## config.mk

```make
export PLATFORM = sky130hd
export DESIGN_NAME = pif_intr_flags
export DESIGN_NICKNAME = d
export VERILOG_FILES = /design/src/include/pif_pkg.sv /design/src/pif_flag_group.sv /design/src/pif_intr_flags.sv
export VERILOG_INCLUDE_DIRS = /design/src /design/src/include
export SDC_FILE = /design/constraint.sdc
export NUM_CORES = 1
export LEC_CHECK = 0
export BUFFER_PORTS_ARGS = -buffer_cell sky130_fd_sc_hd__buf_2
export CAP_MARGIN = 30
export CORE_ASPECT_RATIO = 1.25
export CORE_MARGIN = 4
export CORE_UTILIZATION = 23
export DETAILED_ROUTE_END_ITERATION = 10
export SYNTH_ARGS = -nofsm -noshare
export SYNTH_HDL_FRONTEND = slang
export SYNTH_HIERARCHICAL = 1
export SYNTH_SLANG_ARGS = --single-unit
export TNS_END_PERCENT = 20
```

## constraint.sdc

```tcl
create_clock -name pclk -period 1.98 [get_ports pclk]
set_input_delay 0.495 -clock pclk [delete_from_list [all_inputs] [get_ports pclk]]
set_output_delay 0.495 -clock pclk [all_outputs]
set_load 0.01 [all_outputs]
```

## src/include/pif_defs.svh

```systemverilog
`ifndef PIF_DEFS_SVH
`define PIF_DEFS_SVH

// ----------------------------------------------------------------------
// register map, byte addresses on the apb
// ----------------------------------------------------------------------
`define PIF_ADDR_W 12
`define PIF_FLAG_BASE 12'h000
`define PIF_ENABLE_BASE 12'h040
`define PIF_CONTROL_ADDR 12'h080
`define PIF_IRQ_STATUS_ADDR 12'h084
`define PIF_IRQ_MASK_ADDR 12'h088
`define PIF_GROUP_COUNT 9

// ----------------------------------------------------------------------
// implemented bits of each flag group, same layout for enables
// ----------------------------------------------------------------------
`define PIF_MASK_G0 8'h31
`define PIF_MASK_G1 8'hC3
`define PIF_MASK_G2 8'h43
`define PIF_MASK_G3 8'h3F
`define PIF_MASK_G4 8'h3F
`define PIF_MASK_G5 8'hF7
`define PIF_MASK_G6 8'h1F
`define PIF_MASK_G7 8'hF7
`define PIF_MASK_G8 8'h3F
`define PIF_FLAG_RESET 8'h00
`define PIF_ENABLE_RESET 8'h00

// ----------------------------------------------------------------------
// field positions
// ----------------------------------------------------------------------
`define PIF_CAPTURE_UNIT1_FLAG_BIT 0
`define PIF_SCANNER_DONE_FLAG_BIT 7
`define PIF_CHECKSUM_DONE_FLAG_BIT 6
`define PIF_NONVOLATILE_DONE_FLAG_BIT 5
`define PIF_NUMERIC_OSC_ROLLOVER_FLAG_BIT 4
`define PIF_WAVEFORM_GEN1_SHUTDOWN_FLAG_BIT 0
`define PIF_MEASURE_TIMER1_OVERFLOW_FLAG_BIT 0
`define PIF_MEASURE_TIMER1_PERIOD_FLAG_BIT 1
`define PIF_MEASURE_TIMER1_WIDTH_FLAG_BIT 2
`define PIF_MEASURE_TIMER2_OVERFLOW_FLAG_BIT 3
`define PIF_MEASURE_TIMER2_PERIOD_FLAG_BIT 4
`define PIF_MEASURE_TIMER2_WIDTH_FLAG_BIT 5
`define PIF_GLOBAL_INT_ENABLE_BIT 7
`define PIF_PERIPHERAL_INT_ENABLE_BIT 6
`define PIF_INT_EDGE_SELECT_BIT 0
`define PIF_CONTROL_MASK 8'hC1
`define PIF_CONTROL_RESET 8'h00

// ----------------------------------------------------------------------
// block interrupt status and mask, write one to clear status
// ----------------------------------------------------------------------
`define PIF_IRQ_REQ_RISE_BIT 0
`define PIF_IRQ_BUS_ERROR_BIT 1
`define PIF_IRQ_MASK_BITS 8'h03
`define PIF_IRQ_RESET 8'h00

`endif

```

## src/include/pif_pkg.sv

```systemverilog
package pif_pkg;

	// operating mode of one capture/compare/pwm unit
	typedef enum logic [1:0] {
		PIF_MODE_OFF = 2'b00,
		PIF_MODE_CAPTURE = 2'b01,
		PIF_MODE_COMPARE = 2'b11,
		PIF_MODE_PWM = 2'b10
	} pif_ccp_mode_e;

	typedef logic [7:0] pif_byte_t;

endpackage

```

## src/pif_flag_group.sv

```systemverilog
`timescale 1ns/1ps
`include "pif_defs.svh"

module pif_flag_group #(
	parameter logic [7:0] IMPL_MASK = 8'hFF
) (
	// clock and reset
	input wire logic pclk,
	input wire logic presetn,
	// software write
	input wire logic wr_en,
	input wire logic [7:0] wr_data,
	// hardware set pulses
	input wire logic [7:0] hw_set,
	// stored flags
	output logic [7:0] value
);

	logic [7:0] next_value;

	// hardware set is or-ed in after the write so an event never drops
	always_comb begin
		next_value = ((wr_en ? wr_data : value) | hw_set) & IMPL_MASK;
	end

	always_ff @(posedge pclk or negedge presetn) begin
		if (!presetn) begin
			value <= `PIF_FLAG_RESET;
		end else begin
			value <= next_value;
		end
	end

endmodule

```

## src/pif_intr_flags.sv

```systemverilog
`timescale 1ns/1ps
`include "pif_defs.svh"

module pif_intr_flags (
	// clock and reset
	input wire logic pclk,
	input wire logic presetn,
	// apb slave
	input wire logic [11:0] paddr,
	input wire logic psel,
	input wire logic penable,
	input wire logic pwrite,
	input wire logic [31:0] pwdata,
	output logic [31:0] prdata,
	output logic pready,
	output logic pslverr,
	// event groups zero to five, one-cycle pulses
	input wire logic [7:0] event_group0,
	input wire logic [7:0] event_group1,
	input wire logic [7:0] event_group2,
	input wire logic [7:0] event_group3,
	input wire logic [7:0] event_group4,
	input wire logic [7:0] event_group5,
	// capture/compare/pwm units, bit n is unit n+1
	input wire pif_pkg::pif_ccp_mode_e ccp1_mode,
	input wire pif_pkg::pif_ccp_mode_e ccp2_mode,
	input wire pif_pkg::pif_ccp_mode_e ccp3_mode,
	input wire pif_pkg::pif_ccp_mode_e ccp4_mode,
	input wire pif_pkg::pif_ccp_mode_e ccp5_mode,
	input wire logic [4:0] ccp_capture_event,
	input wire logic [4:0] ccp_compare_match,
	input wire logic [4:0] ccp_pwm_trailing_edge,
	// completion sources
	input wire logic scanner_run_bit,
	input wire logic checksum_busy,
	input wire logic nonvolatile_op_done,
	input wire logic numeric_osc_rollover,
	input wire logic [2:0] waveform_gen_shutdown,
	// signal measurement timers, bit n is timer n+1
	input wire logic [1:0] measure_timer_overflow,
	input wire logic [1:0] measure_timer_period_acq,
	input wire logic [1:0] measure_timer_width_acq,
	// requests
	output logic cpu_int_request,
	output logic int_edge_select,
	output logic irq
);

	import pif_pkg::*;

	// ----------------------------------------------------------------------
	// constants and decode helpers
	// ----------------------------------------------------------------------
	localparam int GROUPS = `PIF_GROUP_COUNT;
	localparam pif_byte_t FLAG_MASK [0:8] = '{
		`PIF_MASK_G0, `PIF_MASK_G1, `PIF_MASK_G2,
		`PIF_MASK_G3, `PIF_MASK_G4, `PIF_MASK_G5,
		`PIF_MASK_G6, `PIF_MASK_G7, `PIF_MASK_G8
	};

	// returns {hit, index} for a bank of GROUPS words starting at base
	function automatic logic [4:0] bank_decode(input logic [11:0] addr, input logic [11:0] base);
		logic [11:0] off;
		off = addr - base;
		bank_decode = 5'h00;
		if (addr >= base && off[1:0] == 2'b00 && off[11:2] < 10'(GROUPS)) begin
			bank_decode = {1'b1, off[5:2]};
		end
	endfunction

	// unmapped or misaligned words answer with an error
	function automatic logic addr_mapped(input logic [11:0] addr);
		logic [4:0] f;
		logic [4:0] e;
		f = bank_decode(addr, `PIF_FLAG_BASE);
		e = bank_decode(addr, `PIF_ENABLE_BASE);
		addr_mapped = f[4] || e[4] || addr == `PIF_CONTROL_ADDR
			|| addr == `PIF_IRQ_STATUS_ADDR || addr == `PIF_IRQ_MASK_ADDR;
	endfunction

	// ----------------------------------------------------------------------
	// apb handshake
	// ----------------------------------------------------------------------
	logic setup_phase;
	logic access_phase;
	logic wr_access;
	logic [4:0] flag_dec;
	logic [4:0] enable_dec;
	logic mapped;

	// zero wait states keep software access latency fixed
	assign pready = 1'b1;
	assign setup_phase = psel && !penable;
	assign access_phase = psel && penable;
	assign flag_dec = bank_decode(paddr, `PIF_FLAG_BASE);
	assign enable_dec = bank_decode(paddr, `PIF_ENABLE_BASE);
	assign mapped = addr_mapped(paddr);
	assign wr_access = access_phase && pwrite && mapped;
	// an error answer still ends in one cycle; the write is dropped
	assign pslverr = access_phase && !mapped;

	// ----------------------------------------------------------------------
	// hardware event sources
	// ----------------------------------------------------------------------
	pif_byte_t flag_set [0:8];
	pif_byte_t flag_q [0:8];
	pif_byte_t enable_q [0:8];
	pif_ccp_mode_e ccp_mode [0:4];
	logic [4:0] ccp_set;
	logic scanner_run_prev;
	logic checksum_busy_prev;
	logic [2:0] shutdown_prev;

	assign ccp_mode[0] = ccp1_mode;
	assign ccp_mode[1] = ccp2_mode;
	assign ccp_mode[2] = ccp3_mode;
	assign ccp_mode[3] = ccp4_mode;
	assign ccp_mode[4] = ccp5_mode;

	// the unit's mode picks which of its three events may set the flag
	genvar u;
	generate
		for (u = 0; u < 5; u++) begin : g_ccp
			always_comb begin
				case (ccp_mode[u])
					PIF_MODE_CAPTURE: ccp_set[u] = ccp_capture_event[u];
					PIF_MODE_COMPARE: ccp_set[u] = ccp_compare_match[u];
					PIF_MODE_PWM: ccp_set[u] = ccp_pwm_trailing_edge[u];
					default: ccp_set[u] = 1'b0;
				endcase
			end
		end
	endgenerate

	// previous levels for the falling and rising edge detectors
	// they reset to the idle low level, so a release makes no false falling edge; a shutdown already high at release sets its flag
	always_ff @(posedge pclk or negedge presetn) begin
		if (!presetn) begin
			scanner_run_prev <= 1'b0;
			checksum_busy_prev <= 1'b0;
			shutdown_prev <= 3'b000;
		end else begin
			scanner_run_prev <= scanner_run_bit;
			checksum_busy_prev <= checksum_busy;
			shutdown_prev <= waveform_gen_shutdown;
		end
	end

	// sources set flags whatever the enables, so software can poll
	always_comb begin
		flag_set[0] = event_group0;
		flag_set[1] = event_group1;
		flag_set[2] = event_group2;
		flag_set[3] = event_group3;
		flag_set[4] = event_group4;
		flag_set[5] = event_group5;
		flag_set[6] = 8'h00;
		flag_set[6][`PIF_CAPTURE_UNIT1_FLAG_BIT +: 5] = ccp_set;
		flag_set[7] = 8'h00;
		flag_set[7][`PIF_SCANNER_DONE_FLAG_BIT] =
			scanner_run_prev && !scanner_run_bit;
		flag_set[7][`PIF_CHECKSUM_DONE_FLAG_BIT] =
			checksum_busy_prev && !checksum_busy;
		flag_set[7][`PIF_NONVOLATILE_DONE_FLAG_BIT] = nonvolatile_op_done;
		flag_set[7][`PIF_NUMERIC_OSC_ROLLOVER_FLAG_BIT] = numeric_osc_rollover;
		flag_set[7][`PIF_WAVEFORM_GEN1_SHUTDOWN_FLAG_BIT +: 3] =
			waveform_gen_shutdown & ~shutdown_prev;
		flag_set[8] = 8'h00;
		flag_set[8][`PIF_MEASURE_TIMER1_OVERFLOW_FLAG_BIT] = measure_timer_overflow[0];
		flag_set[8][`PIF_MEASURE_TIMER2_OVERFLOW_FLAG_BIT] = measure_timer_overflow[1];
		flag_set[8][`PIF_MEASURE_TIMER1_PERIOD_FLAG_BIT] = measure_timer_period_acq[0];
		flag_set[8][`PIF_MEASURE_TIMER2_PERIOD_FLAG_BIT] = measure_timer_period_acq[1];
		flag_set[8][`PIF_MEASURE_TIMER1_WIDTH_FLAG_BIT] = measure_timer_width_acq[0];
		flag_set[8][`PIF_MEASURE_TIMER2_WIDTH_FLAG_BIT] = measure_timer_width_acq[1];
	end

	// ----------------------------------------------------------------------
	// flag and enable groups
	// ----------------------------------------------------------------------
	genvar g;
	generate
		for (g = 0; g < GROUPS; g++) begin : g_group
			logic flag_wr;
			assign flag_wr = wr_access && flag_dec[4] && flag_dec[3:0] == 4'(g);

			// flags stay set until software writes them back to zero
			pif_flag_group #(
				.IMPL_MASK(FLAG_MASK[g])
			) u_flags (
				.pclk(pclk),
				.presetn(presetn),
				.wr_en(flag_wr),
				.wr_data(pwdata[7:0]),
				.hw_set(flag_set[g]),
				.value(flag_q[g])
			);

			// enables share the flag layout bit for bit
			// they reset clear, so no stale flag fires before software opts in
			always_ff @(posedge pclk or negedge presetn) begin
				if (!presetn) begin
					enable_q[g] <= `PIF_ENABLE_RESET;
				end else if (wr_access && enable_dec[4] && enable_dec[3:0] == 4'(g)) begin
					enable_q[g] <= pwdata[7:0] & FLAG_MASK[g];
				end
			end
		end
	endgenerate

	// ----------------------------------------------------------------------
	// global control
	// ----------------------------------------------------------------------
	// only the two gates and the edge select are stored, the rest reads zero
	pif_byte_t control;

	always_ff @(posedge pclk or negedge presetn) begin
		if (!presetn) begin
			control <= `PIF_CONTROL_RESET;
		end else if (wr_access && paddr == `PIF_CONTROL_ADDR) begin
			control <= pwdata[7:0] & `PIF_CONTROL_MASK;
		end
	end

	assign int_edge_select = control[`PIF_INT_EDGE_SELECT_BIT];

	// ----------------------------------------------------------------------
	// request combining
	// ----------------------------------------------------------------------
	logic pending;
	logic next_cpu_int_request;

	// a stale flag raises a request as soon as its enable is set
	always_comb begin
		pending = 1'b0;
		for (int i = 0; i < GROUPS; i++) begin
			pending = pending | (|(flag_q[i] & enable_q[i]));
		end
		next_cpu_int_request = pending
			&& control[`PIF_GLOBAL_INT_ENABLE_BIT]
			&& control[`PIF_PERIPHERAL_INT_ENABLE_BIT];
	end

	always_ff @(posedge pclk or negedge presetn) begin
		if (!presetn) begin
			cpu_int_request <= 1'b0;
		end else begin
			cpu_int_request <= next_cpu_int_request;
		end
	end

	// ----------------------------------------------------------------------
	// block status, mask and interrupt line
	// ----------------------------------------------------------------------
	pif_byte_t irq_status;
	pif_byte_t irq_mask;
	pif_byte_t status_set;
	pif_byte_t status_clr;

	always_comb begin
		status_set = 8'h00;
		status_set[`PIF_IRQ_REQ_RISE_BIT] = next_cpu_int_request && !cpu_int_request;
		status_set[`PIF_IRQ_BUS_ERROR_BIT] = pslverr;
		status_clr = 8'h00;
		if (wr_access && paddr == `PIF_IRQ_STATUS_ADDR) begin
			status_clr = pwdata[7:0];
		end
	end

	// set beats a write-one-to-clear landing in the same cycle
	always_ff @(posedge pclk or negedge presetn) begin
		if (!presetn) begin
			irq_status <= `PIF_IRQ_RESET;
		end else begin
			irq_status <= ((irq_status & ~status_clr) | status_set)
				& `PIF_IRQ_MASK_BITS;
		end
	end

	// the mask gates only the block line, never the cpu request
	always_ff @(posedge pclk or negedge presetn) begin
		if (!presetn) begin
			irq_mask <= `PIF_IRQ_RESET;
		end else if (wr_access && paddr == `PIF_IRQ_MASK_ADDR) begin
			irq_mask <= pwdata[7:0] & `PIF_IRQ_MASK_BITS;
		end
	end

	// registered, so the line is glitch free and one edge behind the status
	always_ff @(posedge pclk or negedge presetn) begin
		if (!presetn) begin
			irq <= 1'b0;
		end else begin
			irq <= |(irq_status & irq_mask);
		end
	end

	// ----------------------------------------------------------------------
	// read path
	// ----------------------------------------------------------------------
	// unmapped words read zero as well as raising the error
	pif_byte_t read_byte;

	always_comb begin
		read_byte = 8'h00;
		if (flag_dec[4]) begin
			read_byte = flag_q[flag_dec[3:0]];
		end else if (enable_dec[4]) begin
			read_byte = enable_q[enable_dec[3:0]];
		end else if (paddr == `PIF_CONTROL_ADDR) begin
			read_byte = control;
		end else if (paddr == `PIF_IRQ_STATUS_ADDR) begin
			read_byte = irq_status;
		end else if (paddr == `PIF_IRQ_MASK_ADDR) begin
			read_byte = irq_mask;
		end
	end

	// captured in the setup cycle, so it shows state one cycle before the access edge
	always_ff @(posedge pclk or negedge presetn) begin
		if (!presetn) begin
			prdata <= 32'h0000_0000;
		end else if (setup_phase) begin
			prdata <= {24'h00_0000, read_byte};
		end
	end

endmodule

```

==> flow_summary.rst, run 1 <==
.. list-table::
   :header-rows: 1

   * - Metric
     - Value
   * - Slack of the critical path
     - -0.0548 ns
   * - Net count of the finished layout
     - 1007
   * - Critical path's largest stage delay
     - 0.58 ns
   * - Global route overflow
     - 0
   * - Worst min path class
     - in -> async
   * - Post-DRT Antenna Nets
     - 0
   * - Routed WL
     - 26300 um
   * - Clock-pin slew on the worst setup and hold paths
     - about 0.06 ns
   * - Detailed placement HPWL
     - 21000 um
   * - Via count
     - 6098
   * - Residual DRC
     - 0
   * - Critical path required time
     - 1.48 ns
   * - Violated checks
     - negative setup slack
   * - Post-route cell area
     - 9560 um2
   * - Maximum clock insertion buffer count
     - 2
   * - Worst slack at placement
     - -0.493 ns
   * - Total setup violations reported at the end of the flow
     - 8
   * - Final max-slew violation count
     - 0
   * - Share of layout cells above drive strength 1
     - 48.1%
   * - EDFF count, synth
     - 0
   * - Max-capacitance violation count
     - 0
   * - Die H
     - a little over 200 um
   * - Primary flip-flop cell chosen by synthesis mapping
     - sky130_fd_sc_hd__dfrtp_1
   * - Startpoint type of the worst setup path
     - input pin
   * - Std-Cell Core Area
     - 29400 um2
   * - Final critical-path share of the clock period
     - 103%
   * - Cell taking the most area after synthesis
     - sky130_fd_sc_hd__dfrtp_1
   * - Number of levels the H-tree was split into
     - 4
   * - Max VDD drop
     - 523 uV
   * - Final estimated routing congestion in global placement
     - 0.977
   * - Vias in the first global route
     - approximately 6.3k
   * - Detailed-route wire length per cell
     - 20.5 um
   * - Clk sink count
     - 116
   * - First-pass GRT wire length
     - 39100 um
   * - Final-layout worst hold slack
     - 0.0164 ns
   * - Maximum number of pins on one net before global-route repair
     - 34
   * - Avg Synthesized Cell Area
     - 10.9 um2
   * - Antenna diode count
     - 0
   * - Distinct cells, synth
     - 67
   * - Synth async-reset ratio
     - 100%
   * - Post-route core utilization
     - 32.5%
   * - Cell type group with the largest total delay on the critical path
     - simple AND/OR/NAND/NOR gates
   * - Status
     - finished with violations
   * - Critical Path End Type
     - output port
   * - All-layer global routing usage
     - 15.9%
   * - List of cells traversed by the critical path
     - buf_8 > or4_4 > nor2_4 > a21oi_4 > buf_6
   * - Path type of the worst setup path
     - in -> out
   * - Number of iterations in the first detailed-routing pass
     - 6
   * - DR vias/cell
     - ~4.8
   * - Worst path arrival time
     - 1.54 ns
   * - Skew final
     - 0.00763 ns
   * - Highest clock frequency the design can meet
     - 491 MHz
   * - Boundary pin count
     - 172
   * - Number of hold violations in the final report
     - 0
   * - Fraction of post-synthesis cell area in the top cell type by area
     - 42.0%
   * - Unrepaired setup endpoints after global routing
     - yes
   * - Area enclosed by the die boundary
     - 32900 um2
   * - Area of the mapped netlist
     - around 6900 um2
   * - Yosys warnings
     - 6
   * - Root buf cell
     - sky130_fd_sc_hd__clkbuf_16
   * - Count of standard-cell rows
     - 70
   * - Die Width
     - approximately 160 um
   * - Register bit count reported by yosys
     - around 120
   * - Initial antenna violation count
     - 0
   * - Fraction of the yosys area taken by sequential cells
     - 42.0%
   * - Areal power density over the cells
     - 652 nW/um2
   * - Actual transition at the worst max-transition pin
     - 0.501 ns
   * - Static leakage power
     - 4.18 nW
   * - Cells after DPL
     - 1241
   * - Quantity of hold-fixing buffers added after cts
     - 0
   * - Cell Area, Placed
     - ~9000 um2
   * - Cell types occupying the most area after synthesis
     - sky130_fd_sc_hd__dfrtp_1 42%, sky130_fd_sc_hd__mux2_2 9.9%, sky130_fd_sc_hd__buf_4 5.4%
   * - Power consumption
     - 6.23 mW
   * - Min cycle time layout
     - 2.03 ns
   * - Area added between synthesis and finish
     - 38.2%
   * - Largest driver fanout on the critical path
     - 3
   * - Number of DRC markers after the initial detailed-route iteration
     - 512
   * - TritonCTS buffer count
     - 17
   * - Critical path's slowest cell
     - sky130_fd_sc_hd__or4_4
   * - Headroom to the max-slew limit
     - 66.6%
   * - Final TNS setup
     - -0.264 ns
   * - Post-route insts no fill
     - 1281
   * - Buffer and inverter count on the worst path
     - 2
   * - Clock latency on the worst-skew pair
     - 0.42 ns
   * - Count of buffers from port buffering
     - 103
   * - Effective utilization at floorplan
     - 23.5%
   * - Post-Synthesis Cells
     - 636
   * - TritonCTS clock tree
     - yes
-- placed cells by master, fill, tap and decap left out, drive strengths merged, types with 4 or more instances in the layout --
master,count
nor2,19
buf,257
and2b,6
clkbuf,19
mux4,7
nand3,14
a211o,49
a21oi,17
o21ai,16
mux2i,8
dfrtp,116
or2,4
clkinv,4
a221oi,16
a22o,18
a31oi,4
a22oi,11
nor4,11
nand4,8
nor2b,53
nor3,7
nand2,39
nand2b,5
conb,50
inv,7
clkinvlp,4
mux2,61
o31ai,4
-- area by class of cell --
cell class	count	area [um2]
Clock inverter	14	178
Timing Repair Buffer	258	1800
Inverter	4	15.0
Tap cell	396	495
Clock buffer	18	439
Fill cell	3051	19900
Multi-Input combinational cell	475	3720
Sequential cell	116	2900
-- per-layer routing --
metal / global-route usage (%) / up-vias / part of all wire [%]
li1: - / 2776 / -
met1: 18.7 / 3003 / 39
met2: 26.9 / 260 / 50
met3: 3.34 / 59 / 5.6
met4: 8.48 / 0 / 5.0
met5: 0 / - / 0
-- synthesized netlist by cell type (3+ instances only) --
library cell and number:
sky130_fd_sc_hd__buf_6 7, sky130_fd_sc_hd__a221oi_1 16, sky130_fd_sc_hd__clkbuf_1 9, sky130_fd_sc_hd__mux4_2 7, sky130_fd_sc_hd__a211o_1 41, sky130_fd_sc_hd__o21ai_0 16
sky130_fd_sc_hd__nand2_1 37, sky130_fd_sc_hd__nor3_1 6, sky130_fd_sc_hd__a21o_1 3, sky130_fd_sc_hd__a21oi_1 17, sky130_fd_sc_hd__nand2b_1 5, sky130_fd_sc_hd__nor4_1 7
sky130_fd_sc_hd__nand3_1 12, sky130_fd_sc_hd__inv_1 4, sky130_fd_sc_hd__a222oi_1 3, sky130_fd_sc_hd__buf_2 10, sky130_fd_sc_hd__buf_4 50, sky130_fd_sc_hd__mux2i_1 8
sky130_fd_sc_hd__a22oi_1 11, sky130_fd_sc_hd__a22o_1 18, sky130_fd_sc_hd__o31ai_1 4, sky130_fd_sc_hd__a31oi_1 4, sky130_fd_sc_hd__dfrtp_1 116, sky130_fd_sc_hd__nor2_1 19
sky130_fd_sc_hd__a32oi_1 3, sky130_fd_sc_hd__nor2b_2 23, sky130_fd_sc_hd__a211o_2 8, sky130_fd_sc_hd__and3_1 3, sky130_fd_sc_hd__nand4_1 8, sky130_fd_sc_hd__mux2_2 61
sky130_fd_sc_hd__buf_1 3, sky130_fd_sc_hd__conb_1 11, sky130_fd_sc_hd__or2_2 4, sky130_fd_sc_hd__nor2b_1 30, sky130_fd_sc_hd__and2b_1 6
-- state kept, by name (all words and copies together) (netlist names) --
name	flops
enable_q	47
g_group.u_flags/value	47
prdata	8
control	3
shutdown_prev	3
irq_mask	2
irq_status	2
checksum_busy_prev	1
cpu_int_request	1
irq	1
scanner_run_prev	1
-- power by group --
| part | internal [mW] | total [mW] | switching (mW) | leakage [nW] |
|---|---|---|---|---|
| sequential | 2.39 | 2.39 | 0.00590 | 1.35 |
| clock | 2.02 | 3.21 | 1.19 | 0.290 |
| combinational | 0.257 | 0.622 | 0.364 | 2.54 |
| total | 4.67 | 6.23 | 1.56 | 4.18 |
-- cell families after synthesis --
family / count (synthesis) / synth area share [%]
AO/OA/AOI/OAI: 166 / 18.9
buffers and inverters: 84 / 8.23
flip-flops: 116 / 42.0
multiplexers: 76 / 13.4
other: 11 / 0.597
AND/OR/NAND/NOR: 183 / 16.9
-- what timing repair did --
item                                    CTS  global route
pin swaps                                 7             5
buffers inserted                          5             3
endpoints found under the setup margin   13            72
gates resized for setup                  16            13
-- path summary, 6_finish.rpt --
| path | cells past startpoint | end | startpoint | slack [ns] |
|---|---|---|---|---|
| max | 5 | pslverr | paddr[11] | -0.05 |
| min | 1 | g_group[6].u_flags/value[2] | presetn | 0.02 |
| max reg2reg | 6 | irq_status[0] | g_group[8].u_flags/value[1] | 0.07 |
| min reg2reg | 1 | prdata[1] | prdata[1] | 0.52 |
| max in group asynchronous | 2 | g_group[7].u_flags/value[7] | presetn | 1.39 |
| min in group pclk | 1 | shutdown_prev[2] | waveform_gen_shutdown[2] | 0.19 |
(Power assumes the default switching activity.)
==> run 2, diff against run 1 <==
--- a/config.mk
+++ b/config.mk
@@ -9,7 +9,6 @@
 export BUFFER_PORTS_ARGS = -buffer_cell sky130_fd_sc_hd__buf_2
 export CAP_MARGIN = 30
 export CORE_ASPECT_RATIO = 1.25
-export CORE_MARGIN = 4
 export CORE_UTILIZATION = 23
 export DETAILED_ROUTE_END_ITERATION = 10
 export SYNTH_ARGS = -nofsm -noshare
==> run 2 against run 1 <==
Hold slack improved by 0.18 ns. Sequential share of layout area decreased by 0.13 points. Critical endpoint unchanged. Cell area increased by 0.43%. Clock skew fell by 0.0018 ns. Maximum frequency shrank 5.7%. The flow still finishes with violations (negative setup slack). Clock power rose by 2%.
==> flow_summary.rst, run 2 (synthesis gave the netlist of run 1 again) <==
.. list-table::
   :header-rows: 1

   * - Metric
     - Value
   * - Total setup violations reported at the end of the flow
     - 28 (+20)
   * - Sequential cell area
     - 2900 um2 (unchanged)
   * - Leading registers by flop count
     - enable_q: 47 flops, g_group.u_flags/value: 47 flops, prdata: 8 flops
   * - Reg2Reg Capture Point
     - irq_status[0]
   * - Area added between synthesis and finish
     - 38.7%
   * - Final TNS setup
     - -1.47 ns (-1.20 ns)
   * - Filler cell count in the final layout
     - 3033 (-0.59%)
   * - Clock-pin slew on the worst setup and hold paths
     - 0.06 ns (about the same)
   * - Skew final
     - 0.00587 ns (-0.00176 ns)
   * - Cell Area, Placed
     - 8700 um2 (-0.54%)
   * - Worst path arrival time
     - 1.66 ns (+0.12 ns)
   * - Die H
     - 196 um (-3.0%)
   * - TritonCTS buffer count
     - 17 (unchanged)
   * - Boundary pin count
     - 172 (unchanged)
   * - Cell depth of the worst flop-to-flop path
     - 6 (unchanged)
   * - Final estimated routing congestion in global placement
     - 0.936 (-4.2%)
   * - Max-capacitance violation count
     - 0 (unchanged)
   * - GR Layer Usage met2
     - 29.4% (+2.5 points)
   * - Grt peak-use layer
     - met2
   * - Slack of the critical path
     - -0.178 ns (-0.123 ns)
   * - Residual DRC
     - 0 (unchanged)
   * - Startpoint of the worst-slack reg-to-reg timing path
     - enable_q[37]
   * - Path type of the worst setup path
     - in -> out
   * - Max VDD drop
     - 516 uV (-1.3%)
   * - Share of layout cells above drive strength 1
     - 48.2% (+0.050 points)
   * - DR vias/cell
     - 4.70 (-1.3%)
   * - Startpoint type of the worst setup path
     - input pin
   * - Critical Path End Type
     - output port
   * - Violated checks
     - negative setup slack
   * - Areal power density over the cells
     - 655 nW/um2 (+0.54%)
   * - Number of hold violations in the final report
     - 0 (unchanged)
   * - Number of iterations in the first detailed-routing pass
     - 5 (-1)
   * - Post-route core utilization
     - 32.6% (+0.14 points)
   * - Largest driver fanout on the critical path
     - 4 (+1)
   * - TritonCTS clock tree
     - yes
   * - Final critical-path share of the clock period
     - 109% (+6.2 points)
   * - Detailed placement HPWL
     - 20800 um (-0.94%)
   * - Highest clock frequency the design can meet
     - 463 MHz (-5.7%)
   * - Effective utilization at floorplan
     - 23.5% (unchanged)
   * - Area enclosed by the die boundary
     - 30800 um2 (-6.5%)
   * - Headroom to the max-slew limit
     - 58.8% (-7.8 points)
   * - CP Capture Point
     - pslverr
   * - Net count of the finished layout
     - 1004 (-0.30%)
   * - Met1 track utilization from global routing
     - 20.9% (+2.1 points)
   * - Register-to-Register Setup Slack
     - -0.01 ns (-0.08 ns)
   * - Status
     - finished with violations
   * - Routed WL
     - 26100 um (-0.80%)
   * - Via count
     - 6002 (-1.6%)
   * - Count of buffers from port buffering
     - 103 (unchanged)
   * - Root buf cell
     - sky130_fd_sc_hd__clkbuf_16
   * - Post-route insts no fill
     - 1278 (-0.23%)
   * - Combined area of the multi-input logic cells
     - 3780 um2 (+1.4%)
   * - Static leakage power
     - 4.19 nW (+0.19%)
   * - Die Width
     - 157 um (-3.7%)
   * - Final-layout worst hold slack
     - 0.193 ns (+0.177 ns)
   * - Clock latency on the worst-skew pair
     - 0.42 ns (about the same)
   * - Std-Cell Core Area
     - 29400 um2 (unchanged)
   * - Number of DRC markers after the initial detailed-route iteration
     - 540 (+5.5%)
   * - Clk sink count
     - 116 (unchanged)
   * - Count of standard-cell rows
     - 70 (unchanged)
   * - Initial antenna violation count
     - 0 (unchanged)
   * - Min cycle time layout
     - 2.16 ns (+0.123 ns)
   * - Cells after DPL
     - 1233 (-0.64%)
   * - Unrepaired setup endpoints after global routing
     - yes
   * - Final max-slew violation count
     - 0 (unchanged)
   * - GR Util met3
     - 3.60% (+0.26 points)
   * - Commonest cells after routing, fill and taps aside
     - 141 x sky130_fd_sc_hd__buf_4, 116 x sky130_fd_sc_hd__dfrtp_1, 99 x sky130_fd_sc_hd__buf_2
   * - Crit path from
     - paddr[8]
   * - Post-route cell area
     - 9600 um2 (+0.43%)
   * - Detailed-route wire length per cell
     - 20.4 um (-0.56%)
   * - First-pass GRT wire length
     - 38900 um (-0.43%)
   * - Maximum clock insertion buffer count
     - 2 (unchanged)
   * - Actual transition at the worst max-transition pin
     - 0.612 ns (+0.111 ns)
   * - Most frequent standard cell in the layout excluding fill and tap cells
     - sky130_fd_sc_hd__buf_4
   * - Critical path required time
     - 1.48 ns (about the same)
   * - Number of levels the H-tree was split into
     - 4 (unchanged)
   * - Vias in the first global route
     - 6286 (-0.032%)
   * - Antenna diode count
     - 0 (unchanged)
   * - Post-DRT Antenna Nets
     - 0 (unchanged)
   * - Global route overflow
     - 0 (unchanged)
   * - Worst slack at placement
     - -0.710 ns (-0.217 ns)
   * - All-layer global routing usage
     - 17.7% (+1.8 points)
   * - Worst min path class
     - in -> reg
   * - Power consumption
     - 6.29 mW (+0.97%)
   * - Maximum number of pins on one net before global-route repair
     - 43 (+26%)
## run 2: final cells by class
cell class,count,share of cell area [%]
multi-input combinational,475,39.3
clock inverter,12,1.86
tap,396,5.16
inverter,4,0.156
sequential,116,30.2
clock buffer,20,4.65
timing repair buffer,255,18.6
## run 2: worst min-delay path by stage
stage,start,to,slack (ns),cells past startpoint
2_1_floorplan,presetn,checksum_busy_prev,0.20,0
3_3_place_gp,presetn,irq,0.44,1
3_5_place_dp,presetn,irq,0.44,1
4_1_cts,waveform_gen_shutdown[0],shutdown_prev[0],0.17,1
5_1_grt,waveform_gen_shutdown[0],shutdown_prev[0],0.17,1
6_report,waveform_gen_shutdown[1],shutdown_prev[1],0.19,1
## run 2: routing by layer
metal / vias to the layer above / routed length (um)
met1: 2943 / 10600
met3: 64 / 1270
met2: 229 / 12700
met5: - / 0
li1: 2766 / -
met4: 0 / 1460
## run 2: what timing repair did
item,CTS,global route
pin swaps,9,12
endpoints found under the setup margin,15,72
hold buffers,1,0
resized for setup,19,19
hold endpoints to repair,23,0
buffers inserted,6,6
## run 2: worst max-delay path, cell delays in order
cell and delay, ns:
sky130_fd_sc_hd__buf_8 0.09, sky130_fd_sc_hd__or4_4 0.57, sky130_fd_sc_hd__buf_12 0.16, sky130_fd_sc_hd__nor2_4 0.14
sky130_fd_sc_hd__a21oi_4 0.08, sky130_fd_sc_hd__buf_6 0.12
## run 2: power breakdown
group | switching (mW) | internal, mW | total (mW)
clock network | 1.13 | 2.14 | 3.27
logic | 0.372 | 0.258 | 0.630
registers | 0.00639 | 2.39 | 2.39
total | 1.51 | 4.78 | 6.29
